### config.mk
export PLATFORM = sky130hd
export DESIGN_NAME = fmsp_top
export DESIGN_NICKNAME = d
export VERILOG_FILES = /design/src/hw/fmsp_pkg.sv /design/src/hw/fmsp_top.sv
export SDC_FILE = /design/constraint.sdc
export NUM_CORES = 1
export LEC_CHECK = 0
export ABC_AREA = 1
export BUFFER_PORTS_ARGS = -buffer_cell sky130_fd_sc_hd__buf_2
export CAP_MARGIN = 20
export CELL_PAD_IN_SITES_DETAIL_PLACEMENT = 1
export CELL_PAD_IN_SITES_GLOBAL_PLACEMENT = 2
export CORE_UTILIZATION = 38
export CTS_BUF_LIST = sky130_fd_sc_hd__clkbuf_8
export DETAILED_ROUTE_END_ITERATION = 6
export GPL_ROUTABILITY_DRIVEN = 0
export HOLD_SLACK_MARGIN = 0.1
export PLACE_DENSITY_LB_ADDON = 0.25
export REMOVE_ABC_BUFFERS = 1
export SYNTH_ARGS = -nofsm -noshare
export SYNTH_HDL_FRONTEND = slang
export SYNTH_SLANG_ARGS = --single-unit
### constraint.sdc
create_clock -name core_clk -period 3.7 [get_ports core_clk]
set_clock_uncertainty 0.1 [all_clocks]
set_input_delay 0.74 -clock core_clk [delete_from_list [all_inputs] [get_ports core_clk]]
set_output_delay 0.74 -clock core_clk [all_outputs]
set_load 0.005 [all_outputs]
### src/hw/fmsp_pkg.sv
// Constants of the four-mode serial port: register map, field layout and rate dividers.
// Assumes one system clock that is the oscillator, at the rate given below.
package fmsp_pkg;

   localparam int unsigned CLK_PERIOD_NS = 100;

   // ----------------------------------------------------------------------
   // Register map
   // ----------------------------------------------------------------------
   localparam logic [7:0] ADDR_SERIAL_CONTROL = 8'h98;
   localparam logic [7:0] ADDR_SERIAL_BUFFER  = 8'h99;
   localparam logic [7:0] SERIAL_CONTROL_RST  = 8'h00;
   localparam logic [7:0] SERIAL_BUFFER_RST   = 8'h00;

   // ----------------------------------------------------------------------
   // Serial control fields
   // ----------------------------------------------------------------------
   localparam int BIT_MODE_HIGH  = 7;
   localparam int BIT_MODE_LOW   = 6;
   localparam int BIT_MP_CHECK   = 5;
   localparam int BIT_RX_ENABLE  = 4;
   localparam int BIT_TX_NINTH   = 3;
   localparam int BIT_RX_NINTH   = 2;
   localparam int BIT_TX_DONE    = 1;
   localparam int BIT_RX_DONE    = 0;

   localparam logic [1:0] MODE_SYNC8   = 2'h0;
   localparam logic [1:0] MODE_ASYNC10 = 2'h1;
   localparam logic [1:0] MODE_FIXED11 = 2'h2;
   localparam logic [1:0] MODE_TIMER11 = 2'h3;

   // ----------------------------------------------------------------------
   // Rate dividers
   // ----------------------------------------------------------------------
   localparam logic [3:0] M0_DIV_TWELVE  = 4'hc;
   localparam logic [3:0] M0_DIV_SIX     = 4'h6;
   localparam logic [3:0] M0_SAMPLE_TW   = 4'h6;
   localparam logic [3:0] M0_SAMPLE_SIX  = 4'h3;
   // Mode 2 sub-bit prescale: bit divisor (64, 32, 16) over sixteen sub-bit ticks.
   localparam logic [2:0] M2_PRE_64      = 3'h4;
   localparam logic [2:0] M2_PRE_32      = 3'h2;
   localparam logic [2:0] M2_PRE_16      = 3'h1;
   localparam logic [3:0] SUB_LAST       = 4'hf;
   localparam logic [3:0] SUB_MID        = 4'h7;
   localparam logic [3:0] ASYNC_LAST_10  = 4'h9;
   localparam logic [3:0] ASYNC_LAST_11  = 4'ha;
   localparam logic [3:0] RX_LAST_IDX    = 4'h8;
   localparam logic [2:0] M0_LAST_BIT    = 3'h7;

endpackage

### src/hw/fmsp_top.sv
// Four-mode serial port: control and buffer registers, mode 0 shifter, async tx and rx.
// Assumes a single-cycle register port from the core, timer overflow pulses on the same
// clock, and pins that are resolved outside from the output and enable signals.
//
// Added by the designer: the address-and-strobe port.
`timescale 1ns/1ps

// Behaviour
// - Async transmit and receive run independently
// - Received byte held while next shifts in
// - Buffer write feeds transmit, read gives receive
// - Every buffer write starts a transmission
// - Two mode bits pick one of four modes
// - Mode 1 check drops frames with low stop
// - Modes 2/3 check drops frames with low ninth
// - Check bit ignored in mode 0
// - Receive enable gates async reception
// - Mode 0 enable clear-then-set receives one byte
// - Ninth transmit bit sent in modes 2/3
// - Ninth receive bit captures ninth or stop; the code leaves it alone in mode 1 with the check on
// - Transmit done set after last bit
// - Receive done set after frame, if accepted
// - Done flags cleared only by software
// - Done flag raises interrupt when enabled
// - Mode 0 clock is oscillator over 12 or 6
// - Modes 1/3 rate from timer overflows
// - Mode 2 rate is oscillator over divisor
// - Baud double picks the smaller divisor
// - Mode 0 data on rx pin, clock on tx
// - Mode 1 frame: start, eight data, stop
// - Async receive starts on falling edge
// - Mode 2 frame carries ninth bit, eleven total
module fmsp_top (
   input  wire logic       core_clk,
   input  wire logic       rst,
   input  wire logic [7:0] reg_addr,
   input  wire logic [7:0] reg_wdata,
   input  wire logic       reg_wr,
   input  wire logic       reg_rd,
   output logic      [7:0] reg_rdata,
   input  wire logic       baud_double,
   input  wire logic       twelve_clock_operation,
   input  wire logic       timer1_overflow,
   input  wire logic       timer2_overflow,
   input  wire logic       rx_use_timer2,
   input  wire logic       tx_use_timer2,
   input  wire logic       serial_irq_enable,
   input  wire logic       rxd_in,
   output logic            rxd_out,
   output logic            rxd_oe_n,
   output logic            txd_out,
   output logic            serial_irq
);
   import fmsp_pkg::*;

   typedef enum logic [1:0] {ARX_IDLE, ARX_START, ARX_BITS} fmsp_arx_t;

   logic [7:0] ctl_r;
   logic [7:0] rx_buf_r;
   logic [7:0] rdata_r;
   logic       irq_r;
   logic       ren_prev_r;
   logic [2:0] rxd_sync_r;
   logic       rxd_f_r;
   logic       rxd_prev_r;
   logic [2:0] pre_r;
   logic       t1_half_r;
   logic [3:0] m0_cnt_r;
   logic [2:0] m0_bit_r;
   logic [7:0] m0_sh_r;
   logic       m0_act_r;
   logic       m0_rx_r;
   logic       atx_act_r;
   logic [3:0] atx_sub_r;
   logic [3:0] atx_bit_r;
   logic [10:0] atx_sh_r;
   fmsp_arx_t  arx_st_r;
   logic [3:0] arx_sub_r;
   logic [3:0] arx_bit_r;
   logic [7:0] arx_sh_r;
   logic       txd_r;
   logic       rxd_out_r;
   logic       rxd_oe_n_r;

   logic [1:0] mode;
   logic       ctl_wr;
   logic       buf_wr;
   logic [3:0] m0_div;
   logic [3:0] m0_samp;
   logic [2:0] pre_div;
   logic       m2_tick;
   logic       t1_tick;
   logic       rx_tick;
   logic       tx_tick;
   logic       m0_end;
   logic       atx_end;
   logic       arx_samp;
   logic       arx_last;
   logic       frame_bit;
   logic       rx_accept;
   logic       tx_done_set;
   logic       rx_done_set;
   logic       rb8_load;
   logic       m0_rx_start;

   assign mode   = {ctl_r[BIT_MODE_HIGH], ctl_r[BIT_MODE_LOW]};
   assign ctl_wr = reg_wr && (reg_addr == ADDR_SERIAL_CONTROL);
   assign buf_wr = reg_wr && (reg_addr == ADDR_SERIAL_BUFFER);

   // ----------------------------------------------------------------------
   // Rate generation
   // ----------------------------------------------------------------------
   assign m0_div  = twelve_clock_operation ? M0_DIV_TWELVE : M0_DIV_SIX;
   assign m0_samp = twelve_clock_operation ? M0_SAMPLE_TW : M0_SAMPLE_SIX;
   always_comb begin
      if (twelve_clock_operation) begin
         pre_div = baud_double ? M2_PRE_32 : M2_PRE_64;
      end else begin
         pre_div = baud_double ? M2_PRE_16 : M2_PRE_32;
      end
   end
   assign m2_tick = (pre_r == pre_div - 3'h1);
   // Timer 1 gives the bit over 32 overflows unless doubled to 16.
   assign t1_tick = timer1_overflow && (baud_double || t1_half_r);
   assign rx_tick = (mode == MODE_FIXED11) ? m2_tick :
                    (rx_use_timer2 ? timer2_overflow : t1_tick);
   assign tx_tick = (mode == MODE_FIXED11) ? m2_tick :
                    (tx_use_timer2 ? timer2_overflow : t1_tick);

   always_ff @(posedge core_clk or posedge rst) begin
      if (rst) begin
         pre_r <= 3'h0;
      end else if (m2_tick || pre_r >= pre_div) begin
         pre_r <= 3'h0;
      end else begin
         pre_r <= pre_r + 3'h1;
      end
   end

   always_ff @(posedge core_clk or posedge rst) begin
      if (rst) begin
         t1_half_r <= 1'b0;
      end else if (timer1_overflow) begin
         t1_half_r <= ~t1_half_r;
      end
   end

   // ----------------------------------------------------------------------
   // Receive pin synchroniser
   // ----------------------------------------------------------------------
   // The filtered level moves only when the second and third stages agree.
   always_ff @(posedge core_clk or posedge rst) begin
      if (rst) begin
         rxd_sync_r <= 3'h7;
         rxd_f_r    <= 1'b1;
         rxd_prev_r <= 1'b1;
      end else begin
         rxd_sync_r <= {rxd_sync_r[1:0], rxd_in};
         if (rxd_sync_r[1] == rxd_sync_r[2]) begin
            rxd_f_r <= rxd_sync_r[2];
         end
         rxd_prev_r <= rxd_f_r;
      end
   end

   // ----------------------------------------------------------------------
   // Mode 0 synchronous shifter
   // ----------------------------------------------------------------------
   // Mode 0 is half duplex: one shifter serves both directions.
   assign m0_rx_start = (mode == MODE_SYNC8) && !m0_act_r && !ren_prev_r
                        && ctl_r[BIT_RX_ENABLE] && !ctl_r[BIT_RX_DONE];
   assign m0_end = m0_act_r && (m0_cnt_r == m0_div - 4'h1) && (m0_bit_r == M0_LAST_BIT);

   always_ff @(posedge core_clk or posedge rst) begin
      if (rst) begin
         ren_prev_r <= 1'b0;
      end else begin
         ren_prev_r <= ctl_r[BIT_RX_ENABLE];
      end
   end

   always_ff @(posedge core_clk or posedge rst) begin
      if (rst) begin
         m0_act_r <= 1'b0;
         m0_rx_r  <= 1'b0;
         m0_cnt_r <= 4'h0;
         m0_bit_r <= 3'h0;
         m0_sh_r  <= 8'h00;
      end else if (buf_wr && mode == MODE_SYNC8) begin
         m0_act_r <= 1'b1;
         m0_rx_r  <= 1'b0;
         m0_cnt_r <= 4'h0;
         m0_bit_r <= 3'h0;
         m0_sh_r  <= reg_wdata;
      end else if (m0_rx_start) begin
         m0_act_r <= 1'b1;
         m0_rx_r  <= 1'b1;
         m0_cnt_r <= 4'h0;
         m0_bit_r <= 3'h0;
      end else if (m0_act_r) begin
         if (m0_rx_r && m0_cnt_r == m0_samp) begin
            m0_sh_r <= {rxd_f_r, m0_sh_r[7:1]};
         end
         if (m0_cnt_r == m0_div - 4'h1) begin
            m0_cnt_r <= 4'h0;
            m0_bit_r <= m0_bit_r + 3'h1;
            if (!m0_rx_r) begin
               m0_sh_r <= {1'b1, m0_sh_r[7:1]};
            end
            if (m0_bit_r == M0_LAST_BIT) begin
               m0_act_r <= 1'b0;
            end
         end else begin
            m0_cnt_r <= m0_cnt_r + 4'h1;
         end
      end
   end

   // ----------------------------------------------------------------------
   // Asynchronous transmitter
   // ----------------------------------------------------------------------
   assign atx_end = atx_act_r && tx_tick && (atx_sub_r == SUB_LAST) &&
                    (atx_bit_r == ((mode == MODE_ASYNC10) ? ASYNC_LAST_10 : ASYNC_LAST_11));

   always_ff @(posedge core_clk or posedge rst) begin
      if (rst) begin
         atx_act_r <= 1'b0;
         atx_sub_r <= 4'h0;
         atx_bit_r <= 4'h0;
         atx_sh_r  <= 11'h7ff;
      end else if (buf_wr && mode != MODE_SYNC8) begin
         atx_act_r <= 1'b1;
         atx_sub_r <= 4'h0;
         atx_bit_r <= 4'h0;
         if (mode == MODE_ASYNC10) begin
            atx_sh_r <= {2'h3, reg_wdata, 1'b0};
         end else begin
            atx_sh_r <= {1'b1, ctl_r[BIT_TX_NINTH], reg_wdata, 1'b0};
         end
      end else if (atx_act_r && tx_tick) begin
         atx_sub_r <= atx_sub_r + 4'h1;
         if (atx_sub_r == SUB_LAST) begin
            atx_sh_r  <= {1'b1, atx_sh_r[10:1]};
            atx_bit_r <= atx_bit_r + 4'h1;
            if (atx_end) begin
               atx_act_r <= 1'b0;
            end
         end
      end
   end

   // ----------------------------------------------------------------------
   // Asynchronous receiver
   // ----------------------------------------------------------------------
   assign arx_samp  = (arx_st_r == ARX_BITS) && rx_tick && (arx_sub_r == SUB_MID);
   assign arx_last  = arx_samp && (arx_bit_r == RX_LAST_IDX);
   assign frame_bit = rxd_f_r;
   // Mode 1 checks the stop bit, modes 2/3 the ninth bit; both arrive at index 8.
   assign rx_accept = !ctl_r[BIT_RX_DONE] && (!ctl_r[BIT_MP_CHECK] || frame_bit);

   always_ff @(posedge core_clk or posedge rst) begin
      if (rst) begin
         arx_st_r  <= ARX_IDLE;
         arx_sub_r <= 4'h0;
         arx_bit_r <= 4'h0;
         arx_sh_r  <= 8'h00;
      end else begin
         case (arx_st_r)
            ARX_IDLE: begin
               arx_sub_r <= 4'h0;
               arx_bit_r <= 4'h0;
               if (mode != MODE_SYNC8 && ctl_r[BIT_RX_ENABLE]
                   && rxd_prev_r && !rxd_f_r) begin
                  arx_st_r <= ARX_START;
               end
            end
            ARX_START: begin
               if (rx_tick) begin
                  arx_sub_r <= arx_sub_r + 4'h1;
                  if (arx_sub_r == SUB_MID) begin
                     arx_st_r <= rxd_f_r ? ARX_IDLE : ARX_BITS;
                  end
               end
            end
            ARX_BITS: begin
               if (rx_tick) begin
                  arx_sub_r <= arx_sub_r + 4'h1;
               end
               if (arx_samp) begin
                  arx_bit_r <= arx_bit_r + 4'h1;
                  if (arx_last) begin
                     arx_st_r <= ARX_IDLE;
                  end else begin
                     arx_sh_r <= {rxd_f_r, arx_sh_r[7:1]};
                  end
               end
            end
            default: begin
               arx_st_r <= ARX_IDLE;
            end
         endcase
      end
   end

   // ----------------------------------------------------------------------
   // Done events and receive buffer
   // ----------------------------------------------------------------------
   assign tx_done_set = (m0_end && !m0_rx_r) || atx_end;
   assign rx_done_set = (m0_end && m0_rx_r) || (arx_last && rx_accept);
   // The ninth field is left alone in mode 1 while the check is on.
   assign rb8_load    = arx_last && rx_accept &&
                        !(mode == MODE_ASYNC10 && ctl_r[BIT_MP_CHECK]);

   always_ff @(posedge core_clk or posedge rst) begin
      if (rst) begin
         rx_buf_r <= SERIAL_BUFFER_RST;
      end else if (m0_end && m0_rx_r) begin
         rx_buf_r <= m0_sh_r;
      end else if (arx_last && rx_accept) begin
         rx_buf_r <= arx_sh_r;
      end
   end

   // ----------------------------------------------------------------------
   // Serial control register
   // ----------------------------------------------------------------------
   // Hardware sets win over a software clear in the same cycle, so no event is lost.
   always_ff @(posedge core_clk or posedge rst) begin
      if (rst) begin
         ctl_r <= SERIAL_CONTROL_RST;
      end else begin
         if (ctl_wr) begin
            ctl_r <= reg_wdata;
         end
         if (tx_done_set) begin
            ctl_r[BIT_TX_DONE] <= 1'b1;
         end
         if (rx_done_set) begin
            ctl_r[BIT_RX_DONE] <= 1'b1;
         end
         if (rb8_load) begin
            ctl_r[BIT_RX_NINTH] <= frame_bit;
         end
      end
   end

   // ----------------------------------------------------------------------
   // Register read port and outputs
   // ----------------------------------------------------------------------
   always_ff @(posedge core_clk or posedge rst) begin
      if (rst) begin
         rdata_r <= 8'h00;
      end else if (reg_rd && reg_addr == ADDR_SERIAL_CONTROL) begin
         rdata_r <= ctl_r;
      end else if (reg_rd && reg_addr == ADDR_SERIAL_BUFFER) begin
         rdata_r <= rx_buf_r;
      end else begin
         rdata_r <= 8'h00;
      end
   end

   always_ff @(posedge core_clk or posedge rst) begin
      if (rst) begin
         irq_r <= 1'b0;
      end else begin
         irq_r <= serial_irq_enable && (ctl_r[BIT_TX_DONE] || ctl_r[BIT_RX_DONE]);
      end
   end

   // In mode 0 the tx pin is the shift clock, low in the first half of each bit.
   always_ff @(posedge core_clk or posedge rst) begin
      if (rst) begin
         txd_r      <= 1'b1;
         rxd_out_r  <= 1'b1;
         rxd_oe_n_r <= 1'b1;
      end else if (mode == MODE_SYNC8) begin
         txd_r      <= !(m0_act_r && m0_cnt_r < m0_samp);
         rxd_out_r  <= m0_sh_r[0];
         rxd_oe_n_r <= !(m0_act_r && !m0_rx_r);
      end else begin
         txd_r      <= atx_act_r ? atx_sh_r[0] : 1'b1;
         rxd_out_r  <= 1'b1;
         rxd_oe_n_r <= 1'b1;
      end
   end

   assign reg_rdata  = rdata_r;
   assign serial_irq = irq_r;
   assign txd_out    = txd_r;
   assign rxd_out    = rxd_out_r;
   assign rxd_oe_n   = rxd_oe_n_r;
endmodule // fmsp_top

==> results of run 1 <==
-- cell families (layout without fill, tap and decap cells) --
group	count (synthesis)	count (layout)	synth area share, %
XOR/XNOR	12	12	2.18
AND/OR/NAND/NOR	269	269	25.9
AO/OA/AOI/OAI	81	81	10.5
flip-flops	92	92	48.1
multiplexers	2	2	0.414
adder cells (fa/ha/maj)	21	21	5.39
buffers and inverters	84	129	7.46
-- layer usage --
layer,track usage [%],wire [microns]
met5,0,0
met4,5.97,131
met3,4.11,249
met2,31.9,5620
met1,27.5,5940
-- path summary, 6_finish.rpt --
| kind | cells after the start | end | start | slack [ns] |
|---|---|---|---|---|
| min in group asynchronous | 3 | t1_half_r | rst | 0.36 |
| hold / removal | 0 | rxd_sync_r[1] | rxd_sync_r[0] | 0.26 |
| max in group asynchronous | 3 | atx_sh_r[7] | rst | 2.74 |
| setup reg to reg | 9 | rx_buf_r[0] | m0_cnt_r[2] | 1.49 |
| setup / recovery | 15 | atx_bit_r[3] | twelve_clock_operation | 1.13 |
| hold reg to reg | 0 | rxd_sync_r[1] | rxd_sync_r[0] | 0.26 |
-- through the flow --
stage               instance area (sq um)  utilization (%)
floorplan                            4740                -
global placement                     5180             42.4
detailed placement                   5180             42.4
CTS                                  5390             44.1
global route                         5390             44.1
finish                               5390             44.1
-- worst max-delay path: stages --
cell and delay (ns):
buf_2 0.13, inv_1 0.12, ha_1 0.21, ha_1 0.27, inv_1 0.06, nand2_1 0.05
nor2_1 0.09, nand3_1 0.11, nand2_2 0.15, nand2_4 0.09, inv_4 0.08, nand2_2 0.19
nand2_2 0.30, nand3_1 0.12, nand2_1 0.08
-- cell type report --
cell class                 count  area (sq um)  share of cell area, %
sequential                    92          2320                   43.1
multi-input combinational    385          2150                   39.8
inverter                      72           274                   5.08
timing repair buffer          41           223                   4.13
tap                          168           210                   3.90
clock buffer                   9           124                   2.30
clock inverter                 7          86.3                   1.60
-- synth_stat cells, drive strengths merged (2+ instances only) --
library cell and count:
or2 2, buf 12, o211ai 16, nor2 37, nor3 8, inv 72
xor2 8, mux2i 2, nand4 8, o21a 2, o32ai 4, a21oi 15
nand2 146, dfrtp 74, nor4 2, nand3b 2, dfstp 18, ha 20
nand3 63, xnor2 4, o21ai 40
-- flip-flops by register name (all words and copies together), names as in the netlist, 2 cells and up --
| register | cells |
|---|---|
| atx_bit_r | 4 |
| arx_sh_r | 8 |
| rx_buf_r | 8 |
| atx_sub_r | 4 |
| m0_sh_r | 8 |
| arx_sub_r | 4 |
| arx_bit_r | 4 |
| m0_bit_r | 3 |
| rxd_sync_r | 3 |
| arx_st_r | 2 |
| pre_r | 3 |
| reg_rdata | 8 |
| atx_sh_r | 10 |
| ctl_r | 8 |
| m0_cnt_r | 4 |
-- report_power, final --
group / switching (W) / total [W] / internal, W / leakage [nW]
clock: 0.000374 / 0.000748 / 0.000374 / 0.109
combinational: 0.000568 / 0.000913 / 0.000345 / 1.45
sequential: 0.000144 / 0.00134 / 0.00119 / 1.10
==> results.ini, run 1 <==
[routing]
detail_route.first_pass.iterations=4
drt.antenna.violating_nets=0
drc_viols=0
detailroute.via_count=3815
drt-wirelength-per-cell_microns=15.4
first_iter_violations=166
viasPerCell=4.93
wirelength_microns=11900

[run]
maxCapViolations=0

[final_layout]
layout_common_cells=nand2_1 (139), dfrtp_1 (74), inv_1 (63)
fillers=1507
antenna-diode-count=0
layout-area-overhead-vs-synth_pct=11.5
final_cell_count_no_fill=774
net_count_final=649
mostFrequentLayoutCell=nand2_1
post_route_cells_drive_above_1_share_pct=18.0

[clock_tree]
cts_hold_buffers=0
cts_root_buffer=clkbuf_8
cts_post_setup_buffers_inserted=0
clock_latency_ns=0.39
tritoncts_num_sinks=92
clock_pin_transition_on_the_worst_setup_and_hold_timing_paths_ns=0.09
resized_after_cts=0
numCtsBuffers=9
cts.htree.levels=3
clock_tree.buffer_depth=2
cts_tree=built

[floorplanning]
ioPinCount=40
row_count=40
starting_density_pct=39.6
die_y_microns=115
core_area_sq_um=12200
x_dimension_of_the_die_microns=115
die_area_sq_um=13200

[global_routing]
via_count_of_the_first_global_routing_pass=3939
grt_antenna_before_repair=0
grt_first_pass_wirelength_microns=20200
global_route.overflow_total=0
grt_max_degree=93
grt_use_total_pct=20.0

[yosys]
postSynth.asyncResetShare_pct=100
yosysUniqueCellTypes=42
ys_ff_latch=92
yosys.area.top_type=dfrtp_1
ys_top_cells_by_area=dfrtp_1 (38%), nand2_1 (11%), dfstp_2 (9.8%), nand3_1 (6.2%), ha_1 (5.2%)
post_synth_inst_count=561
ys.warnings.count=0
synth_sequential_area_ratio_pct=48.1
synth_area_sq_um=4830
synth.avg_cell_area_sq_um=8.61
synth_edf_count=0
netlist.area_leader.share_pct=38.3
dominantRegCellSynth=dfrtp_1

[worst_setup_path]
crit_path_max_fanout=14
criticalPathCategory=input pin to register
critical_path.startpoint_type=input pin
timing.critical_path.to_type=register
cp.arrival_ns=2.80
crit_required_ns=3.92

[sta]
final-hold-violation-count=0
fin_crit_ns=2.57
worst-slew-pin-transition_ns=0.590
post-route-worst-setup-slack_ns=1.13
timing.hold.ws_ns=0.260
relSlewSlack_pct=60.3
finalSetupViolCount=0
final_max_slew_viol_count=0
max_freq_mhz=389
tns_ns=0
grt_setup_unrepaired=false
final_min_period_over_clock_period_pct=69.6

[placement]
place.detailed.instances=758
pre_cts_slack_ns=0.743
placed_wire_length_estimate_microns=8790
place.port_buffers=39

[power]
total_power_w=0.00300
power.density_cell_area_nw_per_um2=557
cellLeakagePower_nw=2.66
ir_worst_vdd_v=0.000206

[min_path]
hp-class=register to register

[outcome]
run_status=completed

(Power assumes the default switching activity.)
==> run 2, diff against run 1 <==
==> constraint.sdc (replaced) <==
create_clock -name core_clk -period 2.4 [get_ports core_clk]
set_clock_uncertainty 0.1 [all_clocks]
set_input_delay 0.48 -clock core_clk [delete_from_list [all_inputs] [get_ports core_clk]]
set_output_delay 0.48 -clock core_clk [all_outputs]
set_load 0.005 [all_outputs]
==> run 2 against run 1 <==
Routed wire length is 5.4% higher. Clock power rose by 35%. Power increased by 52%. Core utilization rose by 0.89 points. Via count increased by 4.1%. Critical endpoint is now rx_buf_r[2]. Largest power group unchanged. Highest routed layer unchanged.
==> results.ini, run 2 (synthesis results as in run 1) <==
[outcome]
run_status=completed  ; unchanged

[floorplanning]
die_y_microns=115  ; unchanged
core_area_sq_um=12200  ; unchanged
x_dimension_of_the_die_microns=115  ; unchanged
die_area_sq_um=13200  ; unchanged
ioPinCount=40  ; unchanged
starting_density_pct=39.6  ; unchanged
row_count=40  ; unchanged

[global_routing]
grt_antenna_before_repair=0  ; unchanged
via_count_of_the_first_global_routing_pass=4199  ; was 3939
grt_use_total_pct=21.1  ; was 20.0%
global_route.overflow_total=0  ; unchanged
grt_first_pass_wirelength_microns=21100  ; was 20200 microns
grt_max_degree=35  ; was 93

[final_layout]
largest_reg_flops=10  ; unchanged
fillers=1489  ; was 1507
net_count_final=663  ; was 649
layout-area-overhead-vs-synth_pct=13.8  ; was 11.5%
utilization_pct=45.0  ; was 44.1%
post_route_cells_drive_above_1_share_pct=19.8  ; was 18.0%
antenna-diode-count=0  ; unchanged
max_flop_register=atx_sh_r  ; unchanged
mostFrequentLayoutCell=nand2_1  ; unchanged
layout_common_cells=nand2_1 (139), dfrtp_1 (74), inv_1 (61)  ; was nand2_1 (139), dfrtp_1 (74), inv_1 (63)

[placement]
place.port_buffers=39  ; unchanged
placed_wire_length_estimate_microns=9650  ; was 8790 microns
pre_cts_slack_ns=-0.122  ; was 0.743 ns

[sta]
worst-slew-pin-transition_ns=0.648  ; was 0.590 ns
final-hold-violation-count=0  ; unchanged
fin_crit_ns=2.15
relSlewSlack_pct=56.4  ; was 60.3%
timing.hold.ws_ns=0.184  ; was 0.260 ns
post-route-worst-setup-slack_ns=0.254  ; was 1.13 ns
final_max_slew_viol_count=0  ; unchanged
grt_setup_unrepaired=false  ; unchanged
final_min_period_over_clock_period_pct=89.4
finalSetupViolCount=0  ; unchanged
max_freq_mhz=466

[routing]
drt.antenna.violating_nets=0  ; unchanged
detailroute.via_count=3971  ; was 3815
drt-wirelength-per-cell_microns=16.0  ; was 15.4 microns
wirelength_microns=12600  ; was 11900 microns
drc_viols=0  ; unchanged
first_iter_violations=179  ; was 166
detail_route.first_pass.iterations=4  ; unchanged
viasPerCell=5.04  ; was 4.93

[clock_tree]
clock_pin_transition_on_the_worst_setup_and_hold_timing_paths_ns=0.10  ; was 0.09 ns
cts.htree.levels=3  ; unchanged
cts_tree=built  ; unchanged
clock_tree.buffer_depth=2  ; unchanged
numCtsBuffers=9  ; unchanged
clock_latency_ns=0.38  ; was 0.39 ns
cts_root_buffer=clkbuf_8  ; unchanged
resized_after_cts=0  ; unchanged
cts_post_setup_buffers_inserted=0  ; unchanged
tritoncts_num_sinks=92  ; unchanged
cts_hold_buffers=2  ; was 0

[worst_setup_path]
crit_path_max_incr_delay_ns=0.38  ; was 0.30 ns
timing.critical_path.cells=inv_1 -> ha_1 -> inv_1 -> nand2_1 -> nor2_1 -> nand3_1 -> nand2_2 -> nand4_1 -> inv_2 -> nand2_2 -> nand2_4 -> nand2_1 -> nand2_1  ; was buf_2 -> inv_1 -> ha_1 -> ha_1 -> inv_1 -> nand2_1 -> nor2_1 -> nand3_1 -> nand2_2 -> nand2_4 -> inv_4 -> nand2_2 -> nand2_2 -> nand3_1 -> nand2_1
cp.arrival_ns=2.38  ; was 2.80 ns
timing.critical_path.max_delay_family=simple AND/OR/NAND/NOR gates  ; unchanged
crit_required_ns=2.63  ; was 3.92 ns
critical_path.startpoint_type=register  ; was input pin
criticalPathCategory=register to register  ; was input pin to register
timing.critical_path.to_type=register  ; unchanged
timing.critical_path.buf_inv=3  ; was 4
crit_top_cell=nand2_1  ; was nand2_2
crit_slowest_cell=dfrtp_1  ; was nand2_2
crit_path_max_fanout=10  ; was 14

[power]
comb_power_share_pct=32.1  ; was 30.4%
p_int_w=0.00282  ; was 0.00191 W
net-switching-power_w=0.00172  ; was 0.00109 W
pwr-share-seq_pct=45.6  ; was 44.6%
power.share.clock_pct=22.3  ; was 24.9%
power.density_cell_area_nw_per_um2=827  ; was 557 nW/um^2
switching_share_pct=37.9  ; was 36.2%
ir_worst_vdd_v=0.000477  ; was 0.000206 V
cellLeakagePower_nw=2.72  ; was 2.66 nW

[run]
maxCapViolations=0  ; unchanged

[min_path]
hp-class=input pin to register  ; was register to register

==> run 2: routing by layer <==
metal  wire [microns]  up-vias  track usage, %
met2             6020       49            34.7
met4              325        0            10.6
met1             5940     1946            27.5
met5                0        -               0
li1                 -     1954               -
met3              307       22            2.79
==> run 2: power groups by stage <==
stage / clock (W) / sequential, W / combinational [W]
after global routing: 0.00112 / 0.00211 / 0.00169
after detailed placement: 0 / 0.00211 / 0.00146
final: 0.00101 / 0.00207 / 0.00146
after CTS: 0.00106 / 0.00207 / 0.00149
after global placement: 0 / 0.00209 / 0.00140
after floorplan: 0 / 0.00203 / 0.00107
==> run 2: final cells by class <==
type	count	area, sq um	share of cell area [%]
Multi-Input combinational cell	385	2150	39.1
Sequential cell	92	2320	42.3
Timing Repair Buffer	55	358	6.51
Inverter	72	274	4.98
Tap cell	168	210	3.82
Clock buffer	10	138	2.50
Clock inverter	6	46.3	0.842
==> run 2: worst reg2reg max path, stage by stage, from the launching register on <==
cell and delay, ns:
dfrtp_1 0.38, inv_1 0.06, ha_1 0.29, inv_1 0.08, nand2_1 0.07, nor2_1 0.11
nand3_1 0.12, nand2_2 0.15, nand4_1 0.21, inv_2 0.10, nand2_2 0.15, nand2_4 0.16
nand2_1 0.08, nand2_1 0.06
==> run 2: final timing paths <==
check / startpoint / slack, ns / cells after the start / endpoint
min in group asynchronous: rst / 0.57 / 3 / m0_bit_r[1]
worst min-delay path: timer1_overflow / 0.18 / 2 / t1_half_r
worst max register to register: pre_r[0] / 0.25 / 13 / rx_buf_r[2]
max in group asynchronous: rst / 1.00 / 4 / rxd_prev_r
worst min register to register: rxd_sync_r[0] / 0.26 / 0 / rxd_sync_r[1]
worst max-delay path: pre_r[0] / 0.25 / 13 / rx_buf_r[2]
==> run 2: metrics by stage <==
step	instance area (sq um)	TNS (ns)	total power (W)	std cells
2_1_floorplan	4740	-40.12	0.00310	549
3_3_place_gp	5290	0	0.00349	770
3_5_place_dp	5290	-1.52	0.00357	770
4_1_cts	5500	0	0.00462	788
5_1_grt	5500	0	0.00492	788
6_report	5500	0	0.00454	788
